$ cat config.mk
export PLATFORM = sky130hd
export DESIGN_NAME = srb_top
export DESIGN_NICKNAME = d
export VERILOG_FILES = /design/src/srb_pkg.sv /design/src/srb_smb_clkgen.sv /design/src/srb_strap_sync.sv /design/src/srb_top.sv
export SDC_FILE = /design/constraint.sdc
export NUM_CORES = 1
export LEC_CHECK = 0
export BUFFER_PORTS_ARGS = -buffer_cell sky130_fd_sc_hd__buf_4
export CAP_MARGIN = 10
export CORE_AREA = 2 2 82 124
export DETAILED_ROUTE_END_ITERATION = 8
export DIE_AREA = 0 0 84 126
export HOLD_SLACK_MARGIN = 0.12
export PLACE_DENSITY = 0.75
export SYNTH_ARGS = -nofsm -noshare
export SYNTH_HDL_FRONTEND = slang
export SYNTH_SLANG_ARGS = --single-unit
$ cat constraint.sdc
create_clock -name CLOCK -period 1.81 [get_ports CLOCK]
set_clock_uncertainty 0.1 [all_clocks]
set_input_delay 0.362 -clock CLOCK [delete_from_list [all_inputs] [get_ports CLOCK]]
set_output_delay 0.362 -clock CLOCK [all_outputs]
set_load 0.01 [all_outputs]
$ cat src/srb_pkg.sv
// Package: constants and types for the switch reset and boot-config block
package srb_pkg;
   localparam int unsigned CLK_HZ = 250000000;
   localparam int unsigned SMB_SLOW_HZ = 100000;
   localparam int unsigned SMB_FAST_HZ = 400000;
   // Half period of master bus clock in core cycles
   localparam int unsigned SMB_SLOW_HALF = CLK_HZ / (2 * SMB_SLOW_HZ);
   localparam int unsigned SMB_FAST_HALF = CLK_HZ / (2 * SMB_FAST_HZ);
   localparam int unsigned DIV_W = 11;
   // Reset procedure length in cycles
   localparam int unsigned RESET_PROC_CYCLES = 16;
   localparam int unsigned RST_CNT_W = 5;

   localparam logic [2:0] MODE_NORMAL = 3'h0;
   localparam logic [2:0] MODE_EEPROM = 3'h1;

   // AXI4-Lite register map (byte addresses)
   localparam logic [7:0] ADDR_CONTROL = 8'h00;
   localparam logic [7:0] ADDR_STATUS = 8'h04;
   localparam logic [7:0] ADDR_STRAPS = 8'h08;
   localparam int unsigned CTRL_HALT_BIT = 0;
   localparam logic [1:0] RESP_OKAY = 2'h0;
   localparam logic [1:0] RESP_SLVERR = 2'h2;

   typedef enum logic [1:0] {
      ST_RESET = 2'b00,
      ST_PROC = 2'b01,
      ST_HALT = 2'b11,
      ST_RUN = 2'b10
   } srb_state_type;

   typedef struct packed {
      logic halt;
      logic [2:0] mode;
      logic smb_slow;
      logic cclk_ds;
      logic cclk_us;
      logic [3:0] eeprom_addr;
   } srb_straps_type;
endpackage

$ cat src/srb_smb_clkgen.sv
// Master bus half-period enable divider
module srb_smb_clkgen
   import srb_pkg::*;
(
   input wire logic clk,
   input wire logic rst_n,
   input wire logic run,
   input wire logic slow,
   output logic tick
);
   logic [DIV_W-1:0] cnt_q;
   logic [DIV_W-1:0] lim;
   assign lim = slow ? DIV_W'(SMB_SLOW_HALF - 1) : DIV_W'(SMB_FAST_HALF - 1);
   always_ff @(posedge clk or negedge rst_n) begin
      if (!rst_n) begin
         cnt_q <= '0;
         tick <= 1'b0;
      end else if (!run || cnt_q >= lim) begin
         cnt_q <= '0;
         tick <= run;
      end else begin
         cnt_q <= cnt_q + DIV_W'(1);
         tick <= 1'b0;
      end
   end
endmodule

$ cat src/srb_strap_sync.sv
// Two-stage synchronizer for strap inputs
module srb_strap_sync #(
   parameter int unsigned W = 11
) (
   input wire logic clk,
   input wire logic rst_n,
   input wire logic [W-1:0] d,
   output logic [W-1:0] q
);
   logic [W-1:0] meta_q;
   always_ff @(posedge clk or negedge rst_n) begin
      if (!rst_n) begin
         meta_q <= '0;
         q <= '0;
      end else begin
         meta_q <= d;
         q <= meta_q;
      end
   end
endmodule

$ cat src/srb_top.sv
// Reset sequencer, strap capture and control registers of the switch
// Operation
// - Asserting the fundamental reset clears all internal logic and starts a switch reset; here the AXI4-Lite channels are reset only by RST_N.
// - A halt strap seen during reset holds the switch in reset after the procedure, buses live.
// - Only a management master clearing the halt bit releases the halted state.
// - Mode code 0 is normal, 1 is normal with EEPROM load, 2 and above reserved.
// - The master management bus runs at 100 KHz when slow is strapped, else 400 KHz.
// - Software cannot override the master bus speed.
// - A set downstream common-clock strap marks a shared downstream reference clock.
// - A set upstream common-clock strap marks a shared upstream reference clock.
// - In EEPROM mode the EEPROM bus address comes from its address straps.
//
// Chosen here: register access over AXI4-Lite and the register offsets.
module srb_top
   import srb_pkg::*;
(
   input wire logic CLOCK,
   input wire logic RST_N,
   input wire logic FUNDAMENTAL_RESET_N,
   input wire logic RESET_HALT_STRAP,
   input wire logic [2:0] SWITCH_MODE_SELECT,
   input wire logic MASTER_SMBUS_SLOW_SELECT,
   input wire logic COMMON_CLOCK_DOWNSTREAM,
   input wire logic COMMON_CLOCK_UPSTREAM,
   input wire logic [3:0] EEPROM_BUS_ADDRESS,
   input wire logic [7:0] AWADDR,
   input wire logic AWVALID,
   output logic AWREADY,
   input wire logic [31:0] WDATA,
   input wire logic [3:0] WSTRB,
   input wire logic WVALID,
   output logic WREADY,
   output logic [1:0] BRESP,
   output logic BVALID,
   input wire logic BREADY,
   input wire logic [7:0] ARADDR,
   input wire logic ARVALID,
   output logic ARREADY,
   output logic [31:0] RDATA,
   output logic [1:0] RRESP,
   output logic RVALID,
   input wire logic RREADY,
   output logic SWITCH_RESET_N,
   output logic SMBUS_ACTIVE,
   output logic SMB_MASTER_TICK,
   output logic EEPROM_INIT_REQ,
   output logic [3:0] EEPROM_ADDR,
   output logic MODE_RESERVED,
   output logic CCLK_DS_OUT,
   output logic CCLK_US_OUT
);
   import srb_pkg::*;

   localparam int unsigned SW = $bits(srb_straps_type);

   srb_straps_type raw, synced, straps_q;
   srb_state_type state_q;
   logic perst_meta_q, perst_q;
   logic [RST_CNT_W-1:0] cnt_q;
   logic halt_q;
   logic tick;
   logic aw_hold_q, w_hold_q;
   logic [7:0] awaddr_q;
   logic [31:0] wdata_q;
   logic wr_fire;

   function automatic logic reg_mapped(input logic [7:0] a);
      reg_mapped = (a == ADDR_CONTROL) || (a == ADDR_STATUS) || (a == ADDR_STRAPS);
   endfunction

   assign raw = '{halt: RESET_HALT_STRAP, mode: SWITCH_MODE_SELECT,
                  smb_slow: MASTER_SMBUS_SLOW_SELECT, cclk_ds: COMMON_CLOCK_DOWNSTREAM,
                  cclk_us: COMMON_CLOCK_UPSTREAM, eeprom_addr: EEPROM_BUS_ADDRESS};

   srb_strap_sync #(.W(SW)) u_sync (
      .clk(CLOCK),
      .rst_n(RST_N),
      .d(raw),
      .q(synced)
   );

   // Reset input synchronized; outputs kept quiet on a glitch free path
   always_ff @(posedge CLOCK or negedge RST_N) begin
      if (!RST_N) begin
         perst_meta_q <= 1'b0;
         perst_q <= 1'b0;
      end else begin
         perst_meta_q <= FUNDAMENTAL_RESET_N;
         perst_q <= perst_meta_q;
      end
   end

   // Straps latched while reset held, frozen afterwards
   always_ff @(posedge CLOCK or negedge RST_N) begin
      if (!RST_N) begin
         straps_q <= '0;
      end else if (!perst_q) begin
         straps_q <= synced;
      end
   end

   // Reset sequencer
   always_ff @(posedge CLOCK or negedge RST_N) begin
      if (!RST_N) begin
         state_q <= ST_RESET;
         cnt_q <= '0;
      end else if (!perst_q) begin
         state_q <= ST_RESET;
         cnt_q <= '0;
      end else begin
         case (state_q)
            ST_RESET: begin
               state_q <= ST_PROC;
               cnt_q <= '0;
            end
            ST_PROC: begin
               if (cnt_q == RST_CNT_W'(RESET_PROC_CYCLES - 1)) begin
                  state_q <= halt_q ? ST_HALT : ST_RUN;
               end
               cnt_q <= cnt_q + RST_CNT_W'(1);
            end
            ST_HALT: begin
               if (!halt_q) begin
                  state_q <= ST_RUN;
               end
            end
            ST_RUN: state_q <= ST_RUN;
            default: state_q <= ST_RESET;
         endcase
      end
   end

   // Halt bit: set from strap during reset, cleared only by a bus write
   assign wr_fire = aw_hold_q && w_hold_q && !BVALID;
   always_ff @(posedge CLOCK or negedge RST_N) begin
      if (!RST_N) begin
         halt_q <= 1'b0;
      end else if (!perst_q) begin
         halt_q <= synced.halt;
      end else if (wr_fire && awaddr_q == ADDR_CONTROL && wdata_q[CTRL_HALT_BIT] == 1'b0) begin
         halt_q <= 1'b0;
      end
   end

   srb_smb_clkgen u_clk (
      .clk(CLOCK),
      .rst_n(RST_N),
      .run(perst_q),
      .slow(straps_q.smb_slow),
      .tick(tick)
   );

   // Status outputs
   always_ff @(posedge CLOCK or negedge RST_N) begin
      if (!RST_N) begin
         SWITCH_RESET_N <= 1'b0;
         SMBUS_ACTIVE <= 1'b0;
         SMB_MASTER_TICK <= 1'b0;
         EEPROM_INIT_REQ <= 1'b0;
         EEPROM_ADDR <= '0;
         MODE_RESERVED <= 1'b0;
         CCLK_DS_OUT <= 1'b0;
         CCLK_US_OUT <= 1'b0;
      end else begin
         SWITCH_RESET_N <= (state_q == ST_RUN) && perst_q;
         SMBUS_ACTIVE <= (state_q == ST_HALT || state_q == ST_RUN) && perst_q;
         SMB_MASTER_TICK <= tick;
         EEPROM_INIT_REQ <= (straps_q.mode == MODE_EEPROM) && perst_q;
         EEPROM_ADDR <= straps_q.eeprom_addr;
         MODE_RESERVED <= (straps_q.mode != MODE_NORMAL) && (straps_q.mode != MODE_EEPROM);
         CCLK_DS_OUT <= straps_q.cclk_ds;
         CCLK_US_OUT <= straps_q.cclk_us;
      end
   end

   // AXI4-Lite write channel
   always_ff @(posedge CLOCK or negedge RST_N) begin
      if (!RST_N) begin
         aw_hold_q <= 1'b0;
         w_hold_q <= 1'b0;
         awaddr_q <= '0;
         wdata_q <= '0;
         AWREADY <= 1'b0;
         WREADY <= 1'b0;
         BVALID <= 1'b0;
         BRESP <= RESP_OKAY;
      end else begin
         AWREADY <= !aw_hold_q && !(AWVALID && AWREADY) && !BVALID;
         WREADY <= !w_hold_q && !(WVALID && WREADY) && !BVALID;
         if (AWVALID && AWREADY) begin
            aw_hold_q <= 1'b1;
            awaddr_q <= AWADDR;
         end
         if (WVALID && WREADY) begin
            w_hold_q <= 1'b1;
            wdata_q <= WDATA;
         end
         if (wr_fire) begin
            BVALID <= 1'b1;
            BRESP <= reg_mapped(awaddr_q) ? RESP_OKAY : RESP_SLVERR;
         end else if (BVALID && BREADY) begin
            BVALID <= 1'b0;
            aw_hold_q <= 1'b0;
            w_hold_q <= 1'b0;
         end
      end
   end

   // AXI4-Lite read channel
   always_ff @(posedge CLOCK or negedge RST_N) begin
      if (!RST_N) begin
         ARREADY <= 1'b0;
         RVALID <= 1'b0;
         RDATA <= '0;
         RRESP <= RESP_OKAY;
      end else begin
         ARREADY <= !RVALID && !(ARVALID && ARREADY);
         if (ARVALID && ARREADY) begin
            RVALID <= 1'b1;
            RRESP <= reg_mapped(ARADDR) ? RESP_OKAY : RESP_SLVERR;
            case (ARADDR)
               ADDR_CONTROL: RDATA <= {31'h0, halt_q};
               ADDR_STATUS: RDATA <= {29'h0, perst_q, state_q}; // Speed is read-only
               ADDR_STRAPS: RDATA <= {21'h0, straps_q};
               default: RDATA <= 32'h0;
            endcase
         end else if (RVALID && RREADY) begin
            RVALID <= 1'b0;
         end
      end
   end

   // A new fundamental reset may legally pull the halted state back to reset
   a_halt_holds: assert property (@(posedge CLOCK) disable iff (!RST_N)
      (state_q == ST_HALT && halt_q && perst_q) |=> state_q == ST_HALT)
      else $error("halt state left while halt bit set");
   a_run_exit: assert property (@(posedge CLOCK) disable iff (!RST_N)
      (state_q == ST_HALT && !halt_q && perst_q) |=> state_q == ST_RUN)
      else $error("halt not released after clear");
   a_reset_entry: assert property (@(posedge CLOCK) disable iff (!RST_N)
      !perst_q |=> state_q == ST_RESET ##1 !SWITCH_RESET_N)
      else $error("fundamental reset not honoured");
   a_halt_path: assert property (@(posedge CLOCK) disable iff (!RST_N)
      (state_q == ST_PROC && cnt_q == RST_CNT_W'(RESET_PROC_CYCLES - 1) && halt_q && perst_q)
      |=> state_q == ST_HALT)
      else $error("halt strap ignored");
   a_mode_decode: assert property (@(posedge CLOCK) disable iff (!RST_N)
      MODE_RESERVED |-> !EEPROM_INIT_REQ)
      else $error("reserved mode started eeprom load");
   a_straps_frozen: assert property (@(posedge CLOCK) disable iff (!RST_N)
      ($past(perst_q) && perst_q) |-> $stable(straps_q))
      else $error("straps changed outside reset");
   a_eeprom_addr: assert property (@(posedge CLOCK) disable iff (!RST_N)
      1'b1 |=> EEPROM_ADDR == $past(straps_q.eeprom_addr))
      else $error("eeprom address mismatch");
   a_ccl_flags: assert property (@(posedge CLOCK) disable iff (!RST_N)
      1'b1 |=> (CCLK_DS_OUT == $past(straps_q.cclk_ds))
      && (CCLK_US_OUT == $past(straps_q.cclk_us)))
      else $error("common clock flag mismatch");
endmodule

==> results by group, run 1 <==
Final layout
  • Finished Cell Area: 4940 sq um
  • # nets final: 471
  • Diodes inserted: 0
  • Final Util: 51.9%
  • Layout area overhead: 32.9%
  • FF/Latch Area: 2380 sq um
  • Multi-input combinational cell area: 1260 sq um
  • Filler cell count in the final layout: 841
  • Share of cells above drive strength 1: 32.9%

Timing
  • Hold Fails Final Rpt: 0
  • RSZ-0062 raised after global routing: true
  • Min Tclk post-route: 1860 ps
  • Slew Viols, Final: 0
  • Setup Viol. Count Final: 11
  • Max Freq: 538 MHz
  • Setup WS post-layout: -50.3 ps
  • Share of the clock period used by the worst path after layout: 103%
  • TNS Setup: -436 ps
  • Final hold slack: 150 ps

Floorplan
  • Die area: 10,600 sq um
  • Die W: 84 microns
  • Starting Density: 39.0%
  • Core box area: 9520 sq um
  • # IOs: 123
  • Chip height: 126 microns
  • Rows: 44

Placed design
  • Gp weighted congestion: 0.741
  • I/O Buffers: 64
  • DP HPWL: 4910 microns
  • Placed instance area: 4360 sq um

Setup path
  • Buf/Inv on CP: 2
  • CP Data Required Time: 1940 ps
  • Critical path class: register to register
  • Slowest cell on crit path: dfrtp_2
  • CP cell instances: inv_4, ha_4, nand4b_4, or3_4, nand4_1, buf_6, nor2_1
  • Crit start category: register
  • Crit path max-delay family: simple AND/OR/NAND/NOR gates
  • Critical Path Fanout Max: 5
  • WP data arrival: 1990 ps
  • CP Capture Type: register
  • CP max stage delay: 440 ps
  • FF-to-FF setup slack: -50 ps

GRT
  • Vias in the first global route: 2,581
  • Global-route wire length before repair: 11,900 microns
  • Largest net degree at the start of global routing: 33
  • Initial antenna violation count: 0
  • GRT Util Overall: 14.2%
  • Grt ovf: 0

Status
  • Status: finished with violations
  • Failing checks: setup timing

Detailed routing
  • # DRC: 0
  • DRT iter0 DRCs: 101
  • Drt pass-1 iters: 4
  • DR vias/cell: 4.73
  • Vias: 2,413
  • Drt total wl: 6890 microns
  • Routed wire per std cell: 13.5 microns
  • Post-DRT Antenna Nets: 0

Synth
  • Syn Inst Count: 290
  • Synth Area in Simple Gates: 10.5%
  • Yosys warns: 0
  • Async S/R FF share, synth: 100%
  • Primary FF master, synth: dfrtp_1
  • Register area share after synthesis: 64.0%
  • Most numerous cell in the Yosys netlist: dfrtp_1
  • Syn_area_per_cell: 12.8 sq um
  • Share of the synthesized area in the top cell type: 64.0%
  • Most frequent cells after synthesis: dfrtp_1, nor2_1, buf_4
  • Register bit total from synthesis: 95
  • XOR/XNOR Fraction of Synth Area: 2.12%
  • Distinct cells, synth: 43
  • Post-synthesis mux area share: 5.72%
  • Synth top area cells: dfrtp_1, mux2_2, buf_4
  • Post-synth top area cell: dfrtp_1
  • Largest family of logic cells by synthesized area: simple AND/OR/NAND/NOR gates
  • EDFF count, synth: 0
  • Post-Synth Adder-Cell Area: 3.37%
  • Compound-Gate Fraction of Synth Area: 7.78%
  • Mapped Area: 3720 sq um

CTS
  • Deepest clock path buffer count: 2
  • Clk root buf: clkbuf_16
  • CTS tree: done
  • Sink Count: 95
  • Worst-path clk slew: 70 ps
  • H-Tree Level Count: 3
  • Worst skew pair latency: 340 ps
  • TritonCTS Buffers: 9

Power and ir drop
  • VDD IR max: 592 uV
  • Tot Pwr: 5.35 mW
  • PwrDens: 1080 nW/um^2
  • Leakage dissipation: 2.33 nW

Run
  • Max-cap viol count: 0

Min path
  • Hold Path Class: input port to register
-- what timing repair did --
action                                  in CTS  in global routing
setup buffers                                1                  2
endpoints found under the setup margin      11                 11
cloned                                       0                  0
hold buffers                                16                  0
resized for setup                            7                  7
hold endpoints to repair                    45                  0
pin swaps                                    3                  6
-- cell families (layout without fill, tap and decap cells) --
| kind of cell | Yosys count | count (layout) |
|---|---|---|
| flops | 95 | 95 |
| simple gates | 73 | 73 |
| compound gates | 45 | 45 |
| buf+inv | 38 | 121 |
| mux | 19 | 19 |
| fa+ha+maj | 10 | 10 |
| xor+xnor | 9 | 9 |
| other cells | 1 | 23 |
-- power breakdown --
| part | switching [mW] | internal (mW) |
|---|---|---|
| clock network | 0.779 | 1.26 |
| logic | 0.342 | 0.406 |
| registers | 0.169 | 2.39 |
| total | 1.29 | 4.06 |
-- path summary, 6_finish.rpt --
| path | start | to | depth (start not counted) |
|---|---|---|---|
| max in group asynchronous | RST_N | RDATA[9] | 3 |
| worst min register to register | u_sync.meta_q[8] | u_sync.q[8] | 0 |
| min in group asynchronous | RST_N | awaddr_q[5] | 2 |
| worst max-delay path | straps_q[6] | u_clk.cnt_q[7] | 7 |
| worst max register to register | straps_q[6] | u_clk.cnt_q[7] | 7 |
| worst min-delay path | AWADDR[4] | awaddr_q[4] | 2 |
-- area by class of cell --
type,instances,share of cell area [%]
clock buffer,11,4.91
clock inverter,5,1.75
inverter,10,0.810
multi-input combinational,179,25.5
sequential,95,48.1
tap,115,2.91
timing repair buffer,95,16.0
-- per-stage QoR --
| stage | cells | setup WS [ps] |
|---|---|---|
| floorplan | 312 | 27.2 |
| global placement | 475 | 2.12 |
| detailed placement | 475 | -40.2 |
| CTS | 508 | -28.7 |
| global route | 510 | -117 |
| finish | 510 | -50.3 |
-- metal layers --
metal  vias up  share of wire (%)  global-route usage (%)
li1       1150                  -                       -
met1      1181                 38                    16.0
met2        68                 54                    24.6
met3        14                5.0                    3.41
met4         0                3.1                    7.97
met5         -                  0                       0
-- state kept, by name (all words and copies together) (netlist names), 2 cells and up --
name,flops
u_clk.cnt_q,11
straps_q,11
u_sync.q,11
state_q,2
u_sync.meta_q,11
EEPROM_ADDR,4
awaddr_q,8
RDATA,11
cnt_q,5
-- cell usage in the layout, fill, tap and decap left out, drive strengths merged, types with 3 or more instances in the layout --
cell type    count
dfrtp           95
buf             79
nor2            25
conb            23
mux2            18
dlygate4sd3     16
a21oi           16
nand2           15
inv             12
clkbuf          11
ha              10
o21ai            8
a22o             8
xnor2            7
nand3            7
nor2b            5
nor3             4
and2             3
a22oi            3
o31ai            3
nor4             3
No activity file was read; power rests on OpenSTA's default activity.
==> run 2, diff against run 1 <==
--- a/config.mk
+++ b/config.mk
@@ -12,6 +12,7 @@
 export DIE_AREA = 0 0 84 126
 export HOLD_SLACK_MARGIN = 0.12
 export PLACE_DENSITY = 0.75
+export SETUP_SLACK_MARGIN = 0.02
 export SYNTH_ARGS = -nofsm -noshare
 export SYNTH_HDL_FRONTEND = slang
 export SYNTH_SLANG_ARGS = --single-unit
==> constraint.sdc (replaced) <==
create_clock -name CLOCK -period 1.81 [get_ports CLOCK]
set_clock_uncertainty 0.1 [all_clocks]
set_input_delay 0.181 -clock CLOCK [delete_from_list [all_inputs] [get_ports CLOCK]]
set_output_delay 0.181 -clock CLOCK [all_outputs]
set_load 0.01 [all_outputs]
==> results by group, run 2 (synthesis gave the netlist of run 1 again) <==
Timing
  • Slew Viols, Final: 0 (unchanged)
  • Setup WS post-layout: -37.3 ps (+13.0 ps)
  • Hold Fails Final Rpt: 0 (unchanged)
  • Share of the clock period used by the worst path after layout: 102% (-0.72 points)
  • Min Tclk post-route: 1850 ps (-13.0 ps)
  • Setup Viol. Count Final: 11 (unchanged)
  • Max Freq: 541 MHz (+0.70%)
  • Final hold slack: 173 ps (+22.6 ps)
  • TNS Setup: -349 ps (+86.7 ps)
  • RSZ-0062 raised after global routing: true

Setup path
  • FF-to-FF setup slack: -40 ps (about the same)
  • Worst r2r src: straps_q[6]
  • Worst r2r path cells: 7 (unchanged)
  • Worst flop-to-flop path endpoint: u_clk.cnt_q[3]
  • Crit start category: register
  • CP Capture Type: register
  • WP data arrival: 1980 ps (about the same)
  • Critical Path Fanout Max: 6 (+1)
  • CP Data Required Time: 1940 ps (about the same)
  • Critical path class: register to register

Placed design
  • I/O Buffers: 64 (unchanged)
  • Gp weighted congestion: 0.758 (+2.3%)
  • Placed instance area: 4350 sq um (-0.29%)
  • DP HPWL: 5030 microns (+2.4%)

GRT
  • Grt ovf: 0 (unchanged)
  • Vias in the first global route: 2,613 (+1.2%)
  • Largest net degree at the start of global routing: 38 (+15%)
  • Global-route wire length before repair: 12,400 microns (+4.1%)
  • GRT Util Overall: 15.0% (+0.81 points)
  • Initial antenna violation count: 0 (unchanged)

Detailed routing
  • Vias: 2,469 (+2.3%)
  • Drt pass-1 iters: 4 (unchanged)
  • Drt total wl: 7220 microns (+4.8%)
  • # DRC: 0 (unchanged)
  • Routed wire per std cell: 13.7 microns (+1.8%)
  • Post-DRT Antenna Nets: 0 (unchanged)
  • DRT iter0 DRCs: 88 (-13%)
  • DR vias/cell: 4.70 (-0.60%)

Final layout
  • Filler cell count in the final layout: 780 (-7.3%)
  • Layout area overhead: 36.6%
  • Most frequent cells in the layout: dfrtp_1, buf_4, dlygate4sd3_1
  • Commonest non-fill, non-tap cell in the layout: dfrtp_1
  • Share of cells above drive strength 1: 33.2% (+0.26 points)
  • Diodes inserted: 0 (unchanged)
  • Finished Cell Area: 5080 sq um (+2.7%)
  • # nets final: 486 (+3.2%)

Run
  • Max-cap viol count: 0 (unchanged)

Min path
  • HP Start: ARADDR[3]
  • Hold Path Class: input port to register
  • Hold Path Sink: RDATA[1]
  • Depth of the worst hold-timing path: 4 (+2)

Floorplan
  • Chip height: 126 microns (unchanged)
  • # IOs: 123 (unchanged)
  • Core box area: 9520 sq um (unchanged)
  • Rows: 44 (unchanged)
  • Die area: 10,600 sq um (unchanged)
  • Starting Density: 39.0% (unchanged)
  • Die W: 84 microns (unchanged)

Power and ir drop
  • Comb power frac: 15.5% (+1.5 points)
  • Clock share of power: 34.7% (-3.4 points)
  • Internal power: 3.79 mW (-6.5%)
  • Sw Ratio: 26.4% (+2.3 points)
  • VDD IR max: 839 uV (+42%)
  • Leakage dissipation: 2.38 nW (+1.8%)
  • Sw Pwr: 1.36 mW (+5.8%)
  • PwrDens: 1020 nW/um^2 (-6.1%)
  • Flop pwr share: 49.8% (+1.9 points)

CTS
  • Deepest clock path buffer count: 2 (unchanged)
  • CTS tree: done
  • H-Tree Level Count: 3 (unchanged)
  • Sink Count: 95 (unchanged)
  • Clk root buf: clkbuf_16
  • Worst-path clk slew: 70 ps (about the same)
  • TritonCTS Buffers: 9 (unchanged)
  • Worst skew pair latency: 340 ps (about the same)

Status
  • Failing checks: setup timing
  • Status: finished with violations
==> run 2: worst max-delay path, cell delays in order (launching register included) <==
cell,delay (ps)
dfrtp_2,450
inv_4,80
ha_4,280
nand4b_4,110
or3_4,380
nand4_1,130
buf_6,160
nor2_2,50
==> run 2: stage by stage <==
step,setup WS [ps],power [mW],util (%),cells
2_1_floorplan,27.2,2.99,-,312
3_3_place_gp,0.844,3.27,45.7,475
3_5_place_dp,-53.5,3.31,45.7,475
4_1_cts,-23.3,5.22,53.1,525
5_1_grt,-84.2,5.44,53.3,525
6_report,-37.3,5.16,53.3,525
==> run 2: layout make-up <==
cell class                      count  area [sq um]  area share [%]
Sequential cell                    95          2380            46.9
Multi-Input combinational cell    179          1300            25.6
Timing Repair Buffer              110           928            18.3
Clock buffer                        9           225            4.44
Tap cell                          115           144            2.83
Clock inverter                      7          61.3            1.21
Inverter                           10          40.0           0.789
==> run 2: how the worst max path moves through the flow <==
stage / startpoint / cells after the start / slack, ps / endpoint
5_1_grt: straps_q[6] / 7 / -80 / u_clk.cnt_q[6]
2_1_floorplan: straps_q[6] / 7 / 30 / u_clk.cnt_q[8]
3_5_place_dp: straps_q[6] / 6 / -50 / u_clk.cnt_q[2]
3_3_place_gp: straps_q[6] / 7 / 0.8 / u_clk.cnt_q[3]
6_report: straps_q[6] / 7 / -40 / u_clk.cnt_q[3]
4_1_cts: straps_q[6] / 7 / -20 / u_clk.cnt_q[10]
==> run 2: power by group through the flow <==
stage,Sequential [mW],Clock (mW),Combinational [mW]
after CTS,2.57,1.85,0.806
final,2.57,1.79,0.800
after floorplan,2.59,0,0.398
after global routing,2.60,1.94,0.893
after detailed placement,2.60,0,0.709
after global placement,2.59,0,0.680
==> run 2: repair_timing <==
item / in CTS / in global routing
buffers inserted: 2 / 0
gates resized for setup: 16 / 4
hold endpoints to repair: 127 / 0
pin swaps: 8 / 0
hold buffers: 32 / 0
endpoints found under the setup margin: 11 / 14
==> run 2: metal layers <==
metal / part of all wire (%) / GRT usage, %
met5: 0 / 0
met4: 2.4 / 6.74
met3: 5.1 / 4.06
met2: 55 / 26.7
met1: 38 / 16.7
==> run 3, diff against run 2 <==
==> constraint.sdc (replaced) <==
create_clock -name CLOCK -period 1.81 [get_ports CLOCK]
set_clock_uncertainty 0.1 [all_clocks]
set_input_delay 0.181 -clock CLOCK [delete_from_list [all_inputs] [get_ports CLOCK]]
set_output_delay 0.181 -clock CLOCK [all_outputs]
set_load 0.1 [all_outputs]
==> results by group, run 3 (synthesis gave the netlist of run 1 again) <==
Status
  • Status: finished with violations
  • Failing checks: setup timing

Setup path
  • Crit start category: register
  • CP max stage delay: 450 ps (about the same)
  • Critical Path Fanout Max: 5 (-1)
  • CP Data Required Time: 1940 ps (about the same)
  • Slowest cell on crit path: dfrtp_2
  • CP Capture Type: register
  • CP cell instances: buf_6, ha_4, a211oi_2, or3_4, nand4_1, buf_4, nor2_2
  • Crit path max-delay family: simple AND/OR/NAND/NOR gates
  • Buf/Inv on CP: 2 (unchanged)
  • Critical path class: register to register
  • WP data arrival: 1960 ps (-20 ps)

Power and ir drop
  • Internal power: 3.81 mW (+0.31%)
  • Flop pwr share: 43.9% (-5.9 points)
  • VDD IR max: 867 uV (+3.3%)
  • Clock share of power: 30.0% (-4.7 points)
  • Sw Pwr: 2.06 mW (+51%)
  • PwrDens: 1160 nW/um^2 (+14%)
  • Comb power frac: 26.1% (+11 points)
  • Leakage dissipation: 2.36 nW (-0.62%)
  • Sw Ratio: 35.1% (+8.7 points)

GRT
  • GRT Util Overall: 15.0% (-0.087 points)
  • Vias in the first global route: 2,619 (+0.23%)
  • Global-route wire length before repair: 12,300 microns (-0.56%)
  • Grt ovf: 0 (unchanged)
  • Initial antenna violation count: 0 (unchanged)
  • Largest net degree at the start of global routing: 42 (+11%)

Timing
  • Setup WS post-layout: -18.4 ps (+18.8 ps)
  • Hold Fails Final Rpt: 0 (unchanged)
  • Min Tclk post-route: 1830 ps (-18.8 ps)
  • Max Freq: 547 MHz (+1.0%)
  • Slew Viols, Final: 0 (unchanged)
  • RSZ-0062 raised after global routing: true
  • Setup Viol. Count Final: 10 (-1)
  • TNS Setup: -107 ps (+242 ps)
  • Share of the clock period used by the worst path after layout: 101% (-1.0 points)

CTS
  • Worst-path clk slew: 70 ps (about the same)
  • Sink Count: 95 (unchanged)
  • H-Tree Level Count: 3 (unchanged)
  • Clk root buf: clkbuf_16
  • TritonCTS Buffers: 9 (unchanged)
  • CTS tree: done
  • Deepest clock path buffer count: 2 (unchanged)
  • Worst skew pair latency: 350 ps (about the same)

Detailed routing
  • Post-DRT Antenna Nets: 0 (unchanged)
  • DRT iter0 DRCs: 126 (+43%)
  • Vias: 2,481 (+0.49%)
  • Drt pass-1 iters: 4 (unchanged)
  • DR vias/cell: 4.73 (+0.49%)
  • Drt total wl: 7410 microns (+2.7%)
  • # DRC: 0 (unchanged)
  • Routed wire per std cell: 14.1 microns (+2.7%)

Floorplan
  • Chip height: 126 microns (unchanged)
  • # IOs: 123 (unchanged)
  • Starting Density: 39.0% (unchanged)
  • Die area: 10,600 sq um (unchanged)
  • Rows: 44 (unchanged)
  • Die W: 84 microns (unchanged)
  • Core box area: 9520 sq um (unchanged)

Min path
  • Hold Path Class: input port to asynchronous set/reset pin

Placed design
  • Gp weighted congestion: 0.733 (-3.3%)
  • DP HPWL: 5080 microns (+0.92%)
  • Placed instance area: 4350 sq um (about the same)
  • Pre-CTS setup slack: -63.4 ps (-9.88 ps)
  • I/O Buffers: 64 (unchanged)

Final layout
  • Diodes inserted: 0 (unchanged)
  • Layout area overhead: 35.8%
  • Finished Cell Area: 5050 sq um (-0.57%)
  • Commonest non-fill, non-tap cell in the layout: dfrtp_1
  • Share of cells above drive strength 1: 33.4% (+0.24 points)
  • # nets final: 486 (unchanged)
  • Most frequent cells in the layout: dfrtp_1, buf_4, dlygate4sd3_1

Run
  • Max-cap viol count: 0 (unchanged)
run 3: final timing paths:
kind	to	slack, ps	from	cells after the start
hold reg to reg	perst_q	250	perst_meta_q	0
hold / removal	awaddr_q[5]	150	RST_N	2
setup reg to reg	u_clk.cnt_q[10]	-20	straps_q[6]	7
min in group CLOCK	RDATA[2]	160	ARADDR[3]	4
setup / recovery	u_clk.cnt_q[10]	-20	straps_q[6]	7
max in group asynchronous	ARREADY	900	RST_N	3
run 3: layout make-up:
| cell class | instances | area, sq um |
|---|---|---|
| clock buffer | 12 | 246 |
| clock inverter | 4 | 30.0 |
| fill | 799 | 4480 |
| inverter | 10 | 40.0 |
| multi-input combinational | 179 | 1280 |
| sequential | 95 | 2380 |
| tap | 115 | 144 |
| timing repair buffer | 110 | 926 |
run 3: metal layers:
layer	vias to the layer above	global-route usage, %	wire [microns]	part of all wire (%)
met1	1195	16.4	2750	37
met2	93	26.4	4060	55
li1	1182	-	-	-
met4	0	6.64	142	1.9
met5	-	0	0	0
met3	11	4.52	460	6.2
run 3: power by group through the flow:
| stage | combinational [mW] | clock, mW | sequential, mW |
|---|---|---|---|
| 4_1_cts | 1.52 | 1.79 | 2.57 |
| 3_3_place_gp | 1.42 | 0 | 2.59 |
| 3_5_place_dp | 1.45 | 0 | 2.60 |
| 6_report | 1.53 | 1.76 | 2.57 |
| 2_1_floorplan | 0.587 | 0 | 3.13 |
| 5_1_grt | 1.62 | 1.90 | 2.61 |
run 3: metrics by stage:
step	cells	utilization [%]	hold WS, ps	power (mW)
final	525	53.0	153	5.86
after global routing	525	53.0	183	6.13
after CTS	523	52.5	156	5.89
after detailed placement	475	45.7	-31.8	4.06
after global placement	475	45.7	-31.3	4.01
after floorplan	312	-	-215	3.72
run 3: what timing repair did:
item | in CTS | in global routing
pin swaps | 6 | 5
hold buffers | 31 | 0
hold endpoints to repair | 127 | 0
setup buffers | 1 | 2
endpoints found under the setup margin | 11 | 14
gates resized for setup | 11 | 7
